## config.mk

```make
export PLATFORM = sky130hd
export DESIGN_NAME = oeac_top
export DESIGN_NICKNAME = d
export VERILOG_FILES = /design/src/core/oeac_pkg.sv /design/src/core/oeac_tick.sv /design/src/core/oeac_countdown.sv /design/src/core/oeac_top.sv
export SDC_FILE = /design/constraint.sdc
export NUM_CORES = 1
export LEC_CHECK = 0
export ABC_AREA = 1
export BUFFER_PORTS_ARGS = -buffer_cell sky130_fd_sc_hd__buf_2
export CAP_MARGIN = 15
export CORE_AREA = 2 2 133 135
export CTS_BUF_LIST = sky130_fd_sc_hd__clkbuf_16
export DETAILED_ROUTE_END_ITERATION = 10
export DIE_AREA = 0 0 135 137
export GPL_TIMING_DRIVEN = 0
export HOLD_SLACK_MARGIN = 0.1
export MAX_ROUTING_LAYER = met4
export PLACE_DENSITY = 0.73
export SLEW_MARGIN = 5
export SYNTH_ARGS = -nofsm -noshare
export SYNTH_HDL_FRONTEND = slang
export SYNTH_SLANG_ARGS = --single-unit
```

## constraint.sdc

```tcl
create_clock -name CORE_CLK -period 2.92 [get_ports CORE_CLK]
set_input_delay 0.292 -clock CORE_CLK [delete_from_list [all_inputs] [get_ports CORE_CLK]]
set_output_delay 0.292 -clock CORE_CLK [all_outputs]
set_load 0.1 [all_outputs]
```

## src/core/oeac_pkg.sv

```systemverilog
// constants, types and settings for the occupancy event action controller
// Operation
// - lamp control has three sensor settings: disabled (events ignored), occupancy, motion.
// - in occupancy mode an occupancy event runs the lamp action; the sensor enables its events.
// - in motion mode a motion event runs the action; the sensor enables its movement events.
// - a detection sets lamps to a level 0 to 254 or recalls a scene 0 to 15, as selected.
// - each lamp target holds a yes/no setting for automatic switch-off.
// - with switch-off on, lamps stay on for a 00:00 to 59:59 delay after motion stops, then go off; the delay fields accept up to 63:63.
// - relay control has three sensor settings: disabled (relay untouched), occupancy, motion.
// - a detection drives the relay on or off as the relay detection action says.
// - with relay toggling off, the relay keeps the state the detection gave it.
// - with relay toggling on, the relay returns to its former state after a 00:00 to 59:59 hold; the hold fields accept up to 63:63.
package oeac_pkg;

  // bus geometry
  localparam int ADDR_W = 32;
  localparam int DATA_W = 32;
  localparam logic [7:0] OFS_LAMP_CTRL = 8'h00;
  localparam logic [7:0] OFS_LAMP_VAL = 8'h04;
  localparam logic [7:0] OFS_LAMP_DELAY = 8'h08;
  localparam logic [7:0] OFS_RELAY_CTRL = 8'h0c;
  localparam logic [7:0] OFS_RELAY_HOLD = 8'h10;
  localparam logic [7:0] OFS_STATUS = 8'h14;
  localparam int OFS_W = 8;

  // field positions
  localparam int F_MODE_LO = 0;
  localparam int F_ACT = 2;
  localparam int F_AUTO = 3;
  localparam int F_LEVEL_LO = 0;
  localparam int F_SCENE_LO = 8;
  localparam int F_SEC_LO = 0;
  localparam int F_MIN_LO = 8;
  localparam int ST_RELAY = 0;
  localparam int ST_HOLD = 1;
  localparam int ST_DELAY = 2;
  localparam int ST_LAMP = 3;

  // field widths and limits
  localparam int MODE_W = 2;
  localparam int LEVEL_W = 8;
  localparam int SCENE_W = 4;
  localparam int TIME_FLD_W = 6;
  localparam int SECS_W = 12;
  localparam logic [LEVEL_W-1:0] LEVEL_MAX = 8'hfe;
  localparam logic [SECS_W-1:0] SECS_PER_MIN = 12'h03c;

  // timing: one countdown tick per second
  localparam longint CLK_FREQ_KHZ = 200000;
  localparam longint TICK_PERIOD_MS = 1000;
  localparam int TICK_CYCLES = int'(CLK_FREQ_KHZ * TICK_PERIOD_MS);

  // sensor settings, shared by lamp and relay
  typedef enum logic [MODE_W-1:0] {
    MODE_OFF = 2'h0,
    MODE_OCC = 2'h1,
    MODE_MOTION = 2'h2
  } oeac_mode_t;

  typedef enum logic [1:0] {
    CMD_LEVEL = 2'h0,
    CMD_SCENE = 2'h1,
    CMD_OFF = 2'h2
  } oeac_cmd_kind_t;

  typedef struct packed {
    logic [MODE_W-1:0] mode;
    logic act_scene;
    logic auto_off;
    logic [LEVEL_W-1:0] level;
    logic [SCENE_W-1:0] scene;
    logic [TIME_FLD_W-1:0] dmin;
    logic [TIME_FLD_W-1:0] dsec;
  } oeac_lamp_cfg_t;

  typedef struct packed {
    logic [MODE_W-1:0] mode;
    logic act_on;
    logic toggle;
    logic [TIME_FLD_W-1:0] hmin;
    logic [TIME_FLD_W-1:0] hsec;
  } oeac_relay_cfg_t;

  // lamp command toward the lighting bus sender
  typedef struct packed {
    logic valid;
    oeac_cmd_kind_t kind;
    logic [LEVEL_W-1:0] arg;
  } oeac_lamp_cmd_t;

  localparam oeac_lamp_cfg_t LAMP_CFG_RST = '0;
  localparam oeac_relay_cfg_t RELAY_CFG_RST = '0;

endpackage : oeac_pkg

```

## src/core/oeac_tick.sv

```systemverilog
// one-cycle pulse every tick period
`timescale 1ns/10ps
module oeac_tick #(
  parameter int unsigned PERIOD = 200000000
) (
  input wire logic clk,
  input wire logic rst,
  output logic tick_q
);
  import oeac_pkg::*;

  logic [31:0] cnt_q, cnt_d;
  logic tick_d;

  // free-running divider, so a countdown may lose up to one period at its start
  always_comb begin
    cnt_d = cnt_q + 32'h1;
    tick_d = 1'b0;
    if (cnt_q >= PERIOD - 1) begin
      cnt_d = '0;
      tick_d = 1'b1;
    end
  end

  always_ff @(posedge clk) begin
    if (rst) begin
      cnt_q <= '0;
      tick_q <= 1'b0;
    end else begin
      cnt_q <= cnt_d;
      tick_q <= tick_d;
    end
  end
endmodule : oeac_tick

```

## src/core/oeac_countdown.sv

```systemverilog
// reloadable seconds countdown with done pulse
`timescale 1ns/10ps
module oeac_countdown #(
  parameter int W = 12
) (
  input wire logic clk,
  input wire logic rst,
  input wire logic load,
  input wire logic [W-1:0] load_val,
  input wire logic cancel,
  input wire logic tick,
  output logic busy_q,
  output logic done_q
);
  import oeac_pkg::*;

  logic [W-1:0] cnt_q, cnt_d;
  logic busy_d, done_d;

  // load beats cancel and expiry, so a fresh start is never lost
  always_comb begin
    cnt_d = cnt_q;
    busy_d = busy_q;
    done_d = 1'b0;
    if (load) begin
      cnt_d = load_val;
      busy_d = 1'b1;
    end else if (cancel) begin
      busy_d = 1'b0;
    end else if (busy_q && tick) begin
      if (cnt_q == '0) begin
        busy_d = 1'b0;
        done_d = 1'b1;
      end else begin
        cnt_d = cnt_q - 1'b1;
      end
    end
  end

  always_ff @(posedge clk) begin
    if (rst) begin
      cnt_q <= '0;
      busy_q <= 1'b0;
      done_q <= 1'b0;
    end else begin
      cnt_q <= cnt_d;
      busy_q <= busy_d;
      done_q <= done_d;
    end
  end
endmodule : oeac_countdown

```

## src/core/oeac_top.sv

```systemverilog
// occupancy event action controller: bus registers, lamp and relay actions
`timescale 1ns/10ps
module oeac_top #(
  parameter int unsigned TICK_CYCLES_P = oeac_pkg::TICK_CYCLES
) (
  input wire logic CORE_CLK,
  input wire logic RST,
  input wire logic HSEL,
  input wire logic [oeac_pkg::ADDR_W-1:0] HADDR,
  input wire logic [1:0] HTRANS,
  input wire logic HWRITE,
  input wire logic [2:0] HSIZE,
  input wire logic [oeac_pkg::DATA_W-1:0] HWDATA,
  input wire logic HREADY,
  output logic [oeac_pkg::DATA_W-1:0] HRDATA,
  output logic HREADYOUT,
  output logic HRESP,
  input wire logic OCC_EVT,
  input wire logic IDLE_EVT,
  input wire logic MOTION_EVT,
  input wire logic NOMOTION_EVT,
  output oeac_pkg::oeac_lamp_cmd_t LAMP_CMD,
  output logic RELAY_ON
);
  import oeac_pkg::*;

  // min:sec field pair to whole seconds
  function automatic logic [SECS_W-1:0] to_secs(input logic [TIME_FLD_W-1:0] mins,
                                                input logic [TIME_FLD_W-1:0] secs);
    logic [2*SECS_W-1:0] prod;
    prod = {{SECS_W{1'b0}}, {(SECS_W-TIME_FLD_W){1'b0}}, mins} * {{SECS_W{1'b0}}, SECS_PER_MIN};
    to_secs = prod[SECS_W-1:0] + {{(SECS_W-TIME_FLD_W){1'b0}}, secs};
  endfunction : to_secs

  // detection and vacancy decode per sensor setting
  function automatic logic detect(input logic [MODE_W-1:0] mode, input logic occ,
                                  input logic mot);
    detect = (mode == MODE_OCC && occ) || (mode == MODE_MOTION && mot);
  endfunction : detect

  // ---------------- bus slave ----------------
  oeac_lamp_cfg_t lamp_cfg_q, lamp_cfg_d;
  oeac_relay_cfg_t relay_cfg_q, relay_cfg_d;
  logic wr_pend_q, wr_pend_d;
  logic rd_pend_q, rd_pend_d;
  logic [OFS_W-1:0] ofs_q, ofs_d;
  logic [DATA_W-1:0] hrdata_d;
  logic hready_d;
  logic [DATA_W-1:0] status_w;
  logic addr_ok;

  // relay, lamp and timer state read back through status
  logic relay_q, relay_d;
  logic saved_q, saved_d;
  logic lamp_on_q, lamp_on_d;
  logic hold_busy, hold_done, delay_busy, delay_done;

  assign addr_ok = HSEL && HTRANS[1] && HREADY;

  always_comb begin
    status_w = '0;
    status_w[ST_RELAY] = relay_q;
    status_w[ST_HOLD] = hold_busy;
    status_w[ST_DELAY] = delay_busy;
    status_w[ST_LAMP] = lamp_on_q;
  end

  // reads take one wait state so a write just before is always seen
  always_comb begin
    lamp_cfg_d = lamp_cfg_q;
    relay_cfg_d = relay_cfg_q;
    wr_pend_d = 1'b0;
    rd_pend_d = 1'b0;
    ofs_d = ofs_q;
    hrdata_d = HRDATA;
    hready_d = 1'b1;
    if (wr_pend_q) begin
      unique case (ofs_q)
        OFS_LAMP_CTRL: begin
          lamp_cfg_d.mode = HWDATA[F_MODE_LO +: MODE_W];
          lamp_cfg_d.act_scene = HWDATA[F_ACT];
          lamp_cfg_d.auto_off = HWDATA[F_AUTO];
        end
        OFS_LAMP_VAL: begin
          // levels above the top of range are held at the top
          if (HWDATA[F_LEVEL_LO +: LEVEL_W] > LEVEL_MAX) begin
            lamp_cfg_d.level = LEVEL_MAX;
          end else begin
            lamp_cfg_d.level = HWDATA[F_LEVEL_LO +: LEVEL_W];
          end
          lamp_cfg_d.scene = HWDATA[F_SCENE_LO +: SCENE_W];
        end
        OFS_LAMP_DELAY: begin
          lamp_cfg_d.dmin = HWDATA[F_MIN_LO +: TIME_FLD_W];
          lamp_cfg_d.dsec = HWDATA[F_SEC_LO +: TIME_FLD_W];
        end
        OFS_RELAY_CTRL: begin
          relay_cfg_d.mode = HWDATA[F_MODE_LO +: MODE_W];
          relay_cfg_d.act_on = HWDATA[F_ACT];
          relay_cfg_d.toggle = HWDATA[F_AUTO];
        end
        OFS_RELAY_HOLD: begin
          relay_cfg_d.hmin = HWDATA[F_MIN_LO +: TIME_FLD_W];
          relay_cfg_d.hsec = HWDATA[F_SEC_LO +: TIME_FLD_W];
        end
        default: begin
        end
      endcase
    end
    if (rd_pend_q) begin
      hrdata_d = '0;
      unique case (ofs_q)
        OFS_LAMP_CTRL: begin
          hrdata_d[F_MODE_LO +: MODE_W] = lamp_cfg_q.mode;
          hrdata_d[F_ACT] = lamp_cfg_q.act_scene;
          hrdata_d[F_AUTO] = lamp_cfg_q.auto_off;
        end
        OFS_LAMP_VAL: begin
          hrdata_d[F_LEVEL_LO +: LEVEL_W] = lamp_cfg_q.level;
          hrdata_d[F_SCENE_LO +: SCENE_W] = lamp_cfg_q.scene;
        end
        OFS_LAMP_DELAY: begin
          hrdata_d[F_MIN_LO +: TIME_FLD_W] = lamp_cfg_q.dmin;
          hrdata_d[F_SEC_LO +: TIME_FLD_W] = lamp_cfg_q.dsec;
        end
        OFS_RELAY_CTRL: begin
          hrdata_d[F_MODE_LO +: MODE_W] = relay_cfg_q.mode;
          hrdata_d[F_ACT] = relay_cfg_q.act_on;
          hrdata_d[F_AUTO] = relay_cfg_q.toggle;
        end
        OFS_RELAY_HOLD: begin
          hrdata_d[F_MIN_LO +: TIME_FLD_W] = relay_cfg_q.hmin;
          hrdata_d[F_SEC_LO +: TIME_FLD_W] = relay_cfg_q.hsec;
        end
        OFS_STATUS: hrdata_d = status_w;
        default: hrdata_d = '0; // unmapped reads as zero
      endcase
    end
    if (addr_ok) begin
      // upper address bits beyond the map alias to no register
      ofs_d = (HADDR[ADDR_W-1:OFS_W] == '0) ? HADDR[OFS_W-1:0] : OFS_W'(8'hff);
      wr_pend_d = HWRITE;
      rd_pend_d = !HWRITE;
      hready_d = HWRITE;
    end
  end

  always_ff @(posedge CORE_CLK) begin
    if (RST) begin
      lamp_cfg_q <= LAMP_CFG_RST;
      relay_cfg_q <= RELAY_CFG_RST;
      wr_pend_q <= 1'b0;
      rd_pend_q <= 1'b0;
      ofs_q <= '0;
      HRDATA <= '0;
      HREADYOUT <= 1'b1;
      HRESP <= 1'b0;
    end else begin
      lamp_cfg_q <= lamp_cfg_d;
      relay_cfg_q <= relay_cfg_d;
      wr_pend_q <= wr_pend_d;
      rd_pend_q <= rd_pend_d;
      ofs_q <= ofs_d;
      HRDATA <= hrdata_d;
      HREADYOUT <= hready_d;
      HRESP <= 1'b0;
    end
  end

  // ---------------- timers ----------------
  logic tick;
  logic lamp_det, lamp_vac, relay_det;
  logic delay_load, delay_cancel, hold_load, hold_cancel;

  oeac_tick #(
    .PERIOD(TICK_CYCLES_P)
  ) u_tick (
    .clk(CORE_CLK),
    .rst(RST),
    .tick_q(tick)
  );

  oeac_countdown #(
    .W(SECS_W)
  ) u_delay (
    .clk(CORE_CLK),
    .rst(RST),
    .load(delay_load),
    .load_val(to_secs(lamp_cfg_q.dmin, lamp_cfg_q.dsec)),
    .cancel(delay_cancel),
    .tick(tick),
    .busy_q(delay_busy),
    .done_q(delay_done)
  );

  oeac_countdown #(
    .W(SECS_W)
  ) u_hold (
    .clk(CORE_CLK),
    .rst(RST),
    .load(hold_load),
    .load_val(to_secs(relay_cfg_q.hmin, relay_cfg_q.hsec)),
    .cancel(hold_cancel),
    .tick(tick),
    .busy_q(hold_busy),
    .done_q(hold_done)
  );

  // ---------------- lamp actions ----------------
  oeac_lamp_cmd_t cmd_d;

  assign lamp_det = detect(lamp_cfg_q.mode, OCC_EVT, MOTION_EVT);
  assign lamp_vac = detect(lamp_cfg_q.mode, IDLE_EVT, NOMOTION_EVT);
  // every presence report, and a vacancy report while lamps are on, rearms the delay at full length
  assign delay_load = lamp_cfg_q.auto_off && (lamp_det || (lamp_vac && lamp_on_q));
  assign delay_cancel = !lamp_cfg_q.auto_off;

  // detection outranks an expiry in the same cycle, so lamps never drop on arrival
  always_comb begin
    cmd_d = '0;
    lamp_on_d = lamp_on_q;
    if (lamp_det) begin
      cmd_d.valid = 1'b1;
      lamp_on_d = 1'b1;
      if (lamp_cfg_q.act_scene) begin
        cmd_d.kind = CMD_SCENE;
        cmd_d.arg = {{(LEVEL_W-SCENE_W){1'b0}}, lamp_cfg_q.scene};
      end else begin
        cmd_d.kind = CMD_LEVEL;
        cmd_d.arg = lamp_cfg_q.level;
      end
    end else if (delay_done && lamp_cfg_q.auto_off) begin
      cmd_d.valid = 1'b1;
      cmd_d.kind = CMD_OFF;
      lamp_on_d = 1'b0;
    end
  end

  // ---------------- relay actions ----------------
  assign relay_det = detect(relay_cfg_q.mode, OCC_EVT, MOTION_EVT);
  assign hold_load = relay_det && relay_cfg_q.toggle;
  assign hold_cancel = relay_det && !relay_cfg_q.toggle;

  // the former state is kept only from before the first detection of a hold
  always_comb begin
    relay_d = relay_q;
    saved_d = saved_q;
    if (relay_det) begin
      relay_d = relay_cfg_q.act_on;
      if (!hold_busy) begin
        saved_d = relay_q;
      end
    end else if (hold_done) begin
      relay_d = saved_q;
    end
  end

  always_ff @(posedge CORE_CLK) begin
    if (RST) begin
      LAMP_CMD <= '0;
      lamp_on_q <= 1'b0;
      relay_q <= 1'b0;
      saved_q <= 1'b0;
      RELAY_ON <= 1'b0;
    end else begin
      LAMP_CMD <= cmd_d;
      lamp_on_q <= lamp_on_d;
      relay_q <= relay_d;
      saved_q <= saved_d;
      RELAY_ON <= relay_d;
    end
  end
endmodule : oeac_top

```

==> results.py <==
metrics = {
    "status": {
        "status": "complete, but fails checks",
        "violations": "negative setup slack",
    },
    "global_routing": {
        "grt_pass1_vias": 7436,
        "overflow": 0,
        "antenna_found_initial": 0,
        "grt_max_degree": 20,
        "track_usage_pct": 25.3,
        "grt_pass1_wl_mm": 35.9,
    },
    "detailed_routing": {
        "wirelength_mm": 22.3,
        "wl_met3_mm": 1.41,
        "highest_layer": "met4",
        "routed_via_density": 5.19,
        "wl_met1_mm": 9.52,
        "drcViolationCount": 0,
        "drt_iter0_markers": 746,
        "antenna_left": 0,
        "wl_per_cell_um": 14.5,
        "firstDrtPassIters": 8,
        "met2WireLength_mm": 10.8,
        "vias": 7982,
    },
    "floorplan": {
        "die_h_um": 137,
        "die-area_um2": 18500,
        "initial_core_util_pct": 48.8,
        "io_pins": 124,
        "rows": 48,
        "fp.coreArea_um2": 17100,
        "die_width_um": 135,
    },
    "cts": {
        "cts_made_buffers": 17,
        "clock-root-buffer": "clkbuf_16",
        "htreeDepth": 4,
        "cts_num_sinks": 144,
        "max-clock-path-buffers": 2,
        "cts_tree": "built",
        "clk-insertion-delay-late_ns": 0.44,
        "clkSlewWorstSetupHoldPaths_ns": 0.07,
    },
    "finish": {
        "syn_to_final_growth_pct": 20.9,
        "n_antenna_cell": 0,
        "drive_above_1_share_pct": 17.4,
        "layout_common_cells": "nand2_1 (193), inv_1 (175), dfxtp_1 (135), nor2_1 (111), o21ai_0 (101)",
        "final_util_pct": 59.0,
        "final_nets": 1435,
        "fin_area_um2": 10100,
        "stdcell_count": 1538,
        "final_common_cell": "nand2_1",
    },
    "place": {
        "pre_cts_ws_ns": -0.442,
        "gp_congestion": 0.931,
        "placed_cell_area_um2": 9140,
        "dpl.hpwl_mm": 16.6,
        "place_inst": 1490,
        "portBuffers": 81,
    },
    "worst_setup_path": {
        "crit_chain": "fa_1 > fa_1 > inv_1 > fa_1 > inv_2 > ha_4 > nand2_1 > nand2_1 > a21oi_2 > nor2_1 > nand3_1 > nor2_2 > nand2_1 > nand2_1 > nand3_2 > nand2_2 > a21oi_2",
        "critical_path.most_common_cell": "nand2_1",
        "cp-start-kind": "flop",
        "crit_family": "adder cells",
        "r2r_end": "u_delay.cnt_q[10]$_SDFFE_PP0P_",
        "crit_start": "lamp_cfg_q[7]$_SDFFE_PP0P_",
        "critPathMaxStageDelay_ns": 0.52,
        "critPathBufInv": 2,
        "critPathRequiredTime_ns": 3.21,
        "endpoint": "u_delay.cnt_q[10]$_SDFFE_PP0P_",
        "cp_max_fo": 3,
        "ff2ff_path_depth": 17,
        "crit_arrival_ns": 3.52,
        "worst-setup-path-type": "reg2reg",
        "worst-path-stages": 17,
        "regToRegSetupSlack_ns": -0.31,
        "r2r_start": "lamp_cfg_q[7]$_SDFFE_PP0P_",
        "slowest_stage": "fa_1",
        "cp-end-kind": "flop",
    },
    "flow_run": {
        "maxCapViolCount": 0,
    },
    "synthesis": {
        "netlist_instances": 1162,
        "syn_area_um2": 8320,
        "synth-seq-area-share_pct": 34.6,
        "syn_avg_cell_area_um2": 7.16,
        "synth_seq_cells": 144,
        "yosys_warnings": 0,
        "yosysUniqueCellTypes": 43,
    },
    "pwr": {
        "vdd_ir_drop_max_uv": 440,
        "totalPowerFinal_mw": 4.55,
        "power_density_nw_per_um2": 453,
        "power_leakage_nw": 4.55,
    },
    "timing": {
        "setup_viol": 12,
        "fmax_mhz": 310,
        "fin_skew_ns": 0.0194,
        "slew_headroom_pct": 50.2,
        "finalHoldViolations": 0,
        "tightest_slew_ns": 0.747,
        "rsz0062_at_grt": "yes",
        "min_period_ns": 3.23,
        "post-route-period-util_pct": 110,
        "drv_slew": 0,
        "fin_ws_ns": -0.306,
    },
    "hold_path": {
        "hold_class": "in2reg",
    },
}
## cell type report
| type | instances | area, um2 |
|---|---|---|
| fill | 1547 | 7000 |
| multi-input combinational | 809 | 4750 |
| sequential | 144 | 2900 |
| inverter | 188 | 706 |
| timing repair buffer | 97 | 539 |
| clock buffer | 17 | 425 |
| tap | 225 | 282 |
| buffer | 43 | 250 |
| clock inverter | 15 | 204 |
## flip-flops by register name (all words and copies together), names as in the netlist, 8 cells and up
name,flops
u_tick.cnt_q,32
u_hold.cnt_q,12
ofs_q,8
HRDATA,14
LAMP_CMD,11
u_delay.cnt_q,12
lamp_cfg_q,28
relay_cfg_q,16
## worst min-delay path by stage
stage,from,end,cells after the start
5_1_grt,HWDATA[7],lamp_cfg_q[23]$_SDFFE_PP0P_,3
6_report,HWDATA[6],lamp_cfg_q[22]$_SDFFE_PP0P_,3
3_3_place_gp,u_tick.cnt_q[0]$_SDFF_PP0_,u_tick.cnt_q[0]$_SDFF_PP0_,1
3_5_place_dp,lamp_cfg_q[22]$_SDFFE_PP0P_,LAMP_CMD[6]$_SDFF_PP0_,2
4_1_cts,HWDATA[6],lamp_cfg_q[22]$_SDFFE_PP0P_,3
2_1_floorplan,HWRITE,rd_pend_q$_SDFF_PP0_,1
## where the power goes
group | leakage, nW | internal, mW | switching (mW)
sequential | 1.17 | 1.97 | 0.0103
clock | 0.302 | 1.17 | 1.07
combinational | 3.08 | 0.0791 | 0.251
total | 4.55 | 3.23 | 1.33
## cells in the mapped netlist (all sizes together)
cell type	instances	area share (%)
a31oi	9	0.68
nor2	121	5.9
xor2	22	2.3
o31ai	3	0.27
xnor2	11	1.2
conb	1	0.045
or2	6	0.45
nand3	55	3.4
ha	37	5.6
nor3b	1	0.090
a21oi	102	6.1
nand3b	11	0.99
o211ai	11	0.99
nand4	20	1.5
a22oi	1	0.090
a211oi	1	0.090
o22ai	6	0.45
buf	28	2.3
a221oi	3	0.32
clkbuf	15	0.68
nand2	206	9.4
nor4	11	1.1
a21boi	1	0.090
o41ai	1	0.11
nor3	15	1.0
inv	187	8.4
dfxtp	144	35
o221ai	5	0.53
fa	20	4.8
o21ai	107	6.4
clkinv	1	0.045
## metal layers
layer | global-route usage [%] | vias up
met1 | 31.3 | 3610
met3 | 3.93 | 46
li1 | - | 4035
met5 | - | -
met2 | 41.6 | 291
met4 | 10.3 | 0
## what timing repair did
action | 4_1_cts | 5_1_grt
setup buffers | 9 | 6
pin swaps | 19 | 14
resized for setup | 29 | 28
endpoints found under the hold margin | 2 | 0
hold buffers | 1 | 0
setup endpoints to repair | 12 | 13
## worst reg2reg max path: stages (launching register included)
cell and delay [ns]:
dfxtp_4 0.36, fa_1 0.51, fa_1 0.52, inv_1 0.05, fa_1 0.49, inv_2 0.05, ha_4 0.26, nand2_1 0.05
nand2_1 0.07, a21oi_2 0.04, nor2_1 0.11, nand3_1 0.11, nor2_2 0.13, nand2_1 0.06, nand2_1 0.07, nand3_2 0.08
nand2_2 0.08, a21oi_2 0.04
## per-stage QoR
| stage | hold WS, ns | TNS (ns) |
|---|---|---|
| after global placement | 0.433 | -2.12 |
| final | 0.106 | -2.31 |
| after CTS | 0.108 | -1.97 |
| after floorplan | 0.380 | -0.260 |
| after global routing | 0.120 | -4.24 |
| after detailed placement | 0.438 | -2.63 |
## cells by family after synthesis
kind of cell    after synthesis  synth area share, %
other cells                   1               0.0451
xor+xnor                     33                 3.47
compound gates              250                 16.2
fa+ha+maj                    57                 10.4
flops                       144                 34.6
simple gates                446                 23.8
buf+inv                     231                 11.5
No activity file was read; power rests on OpenSTA's default activity.
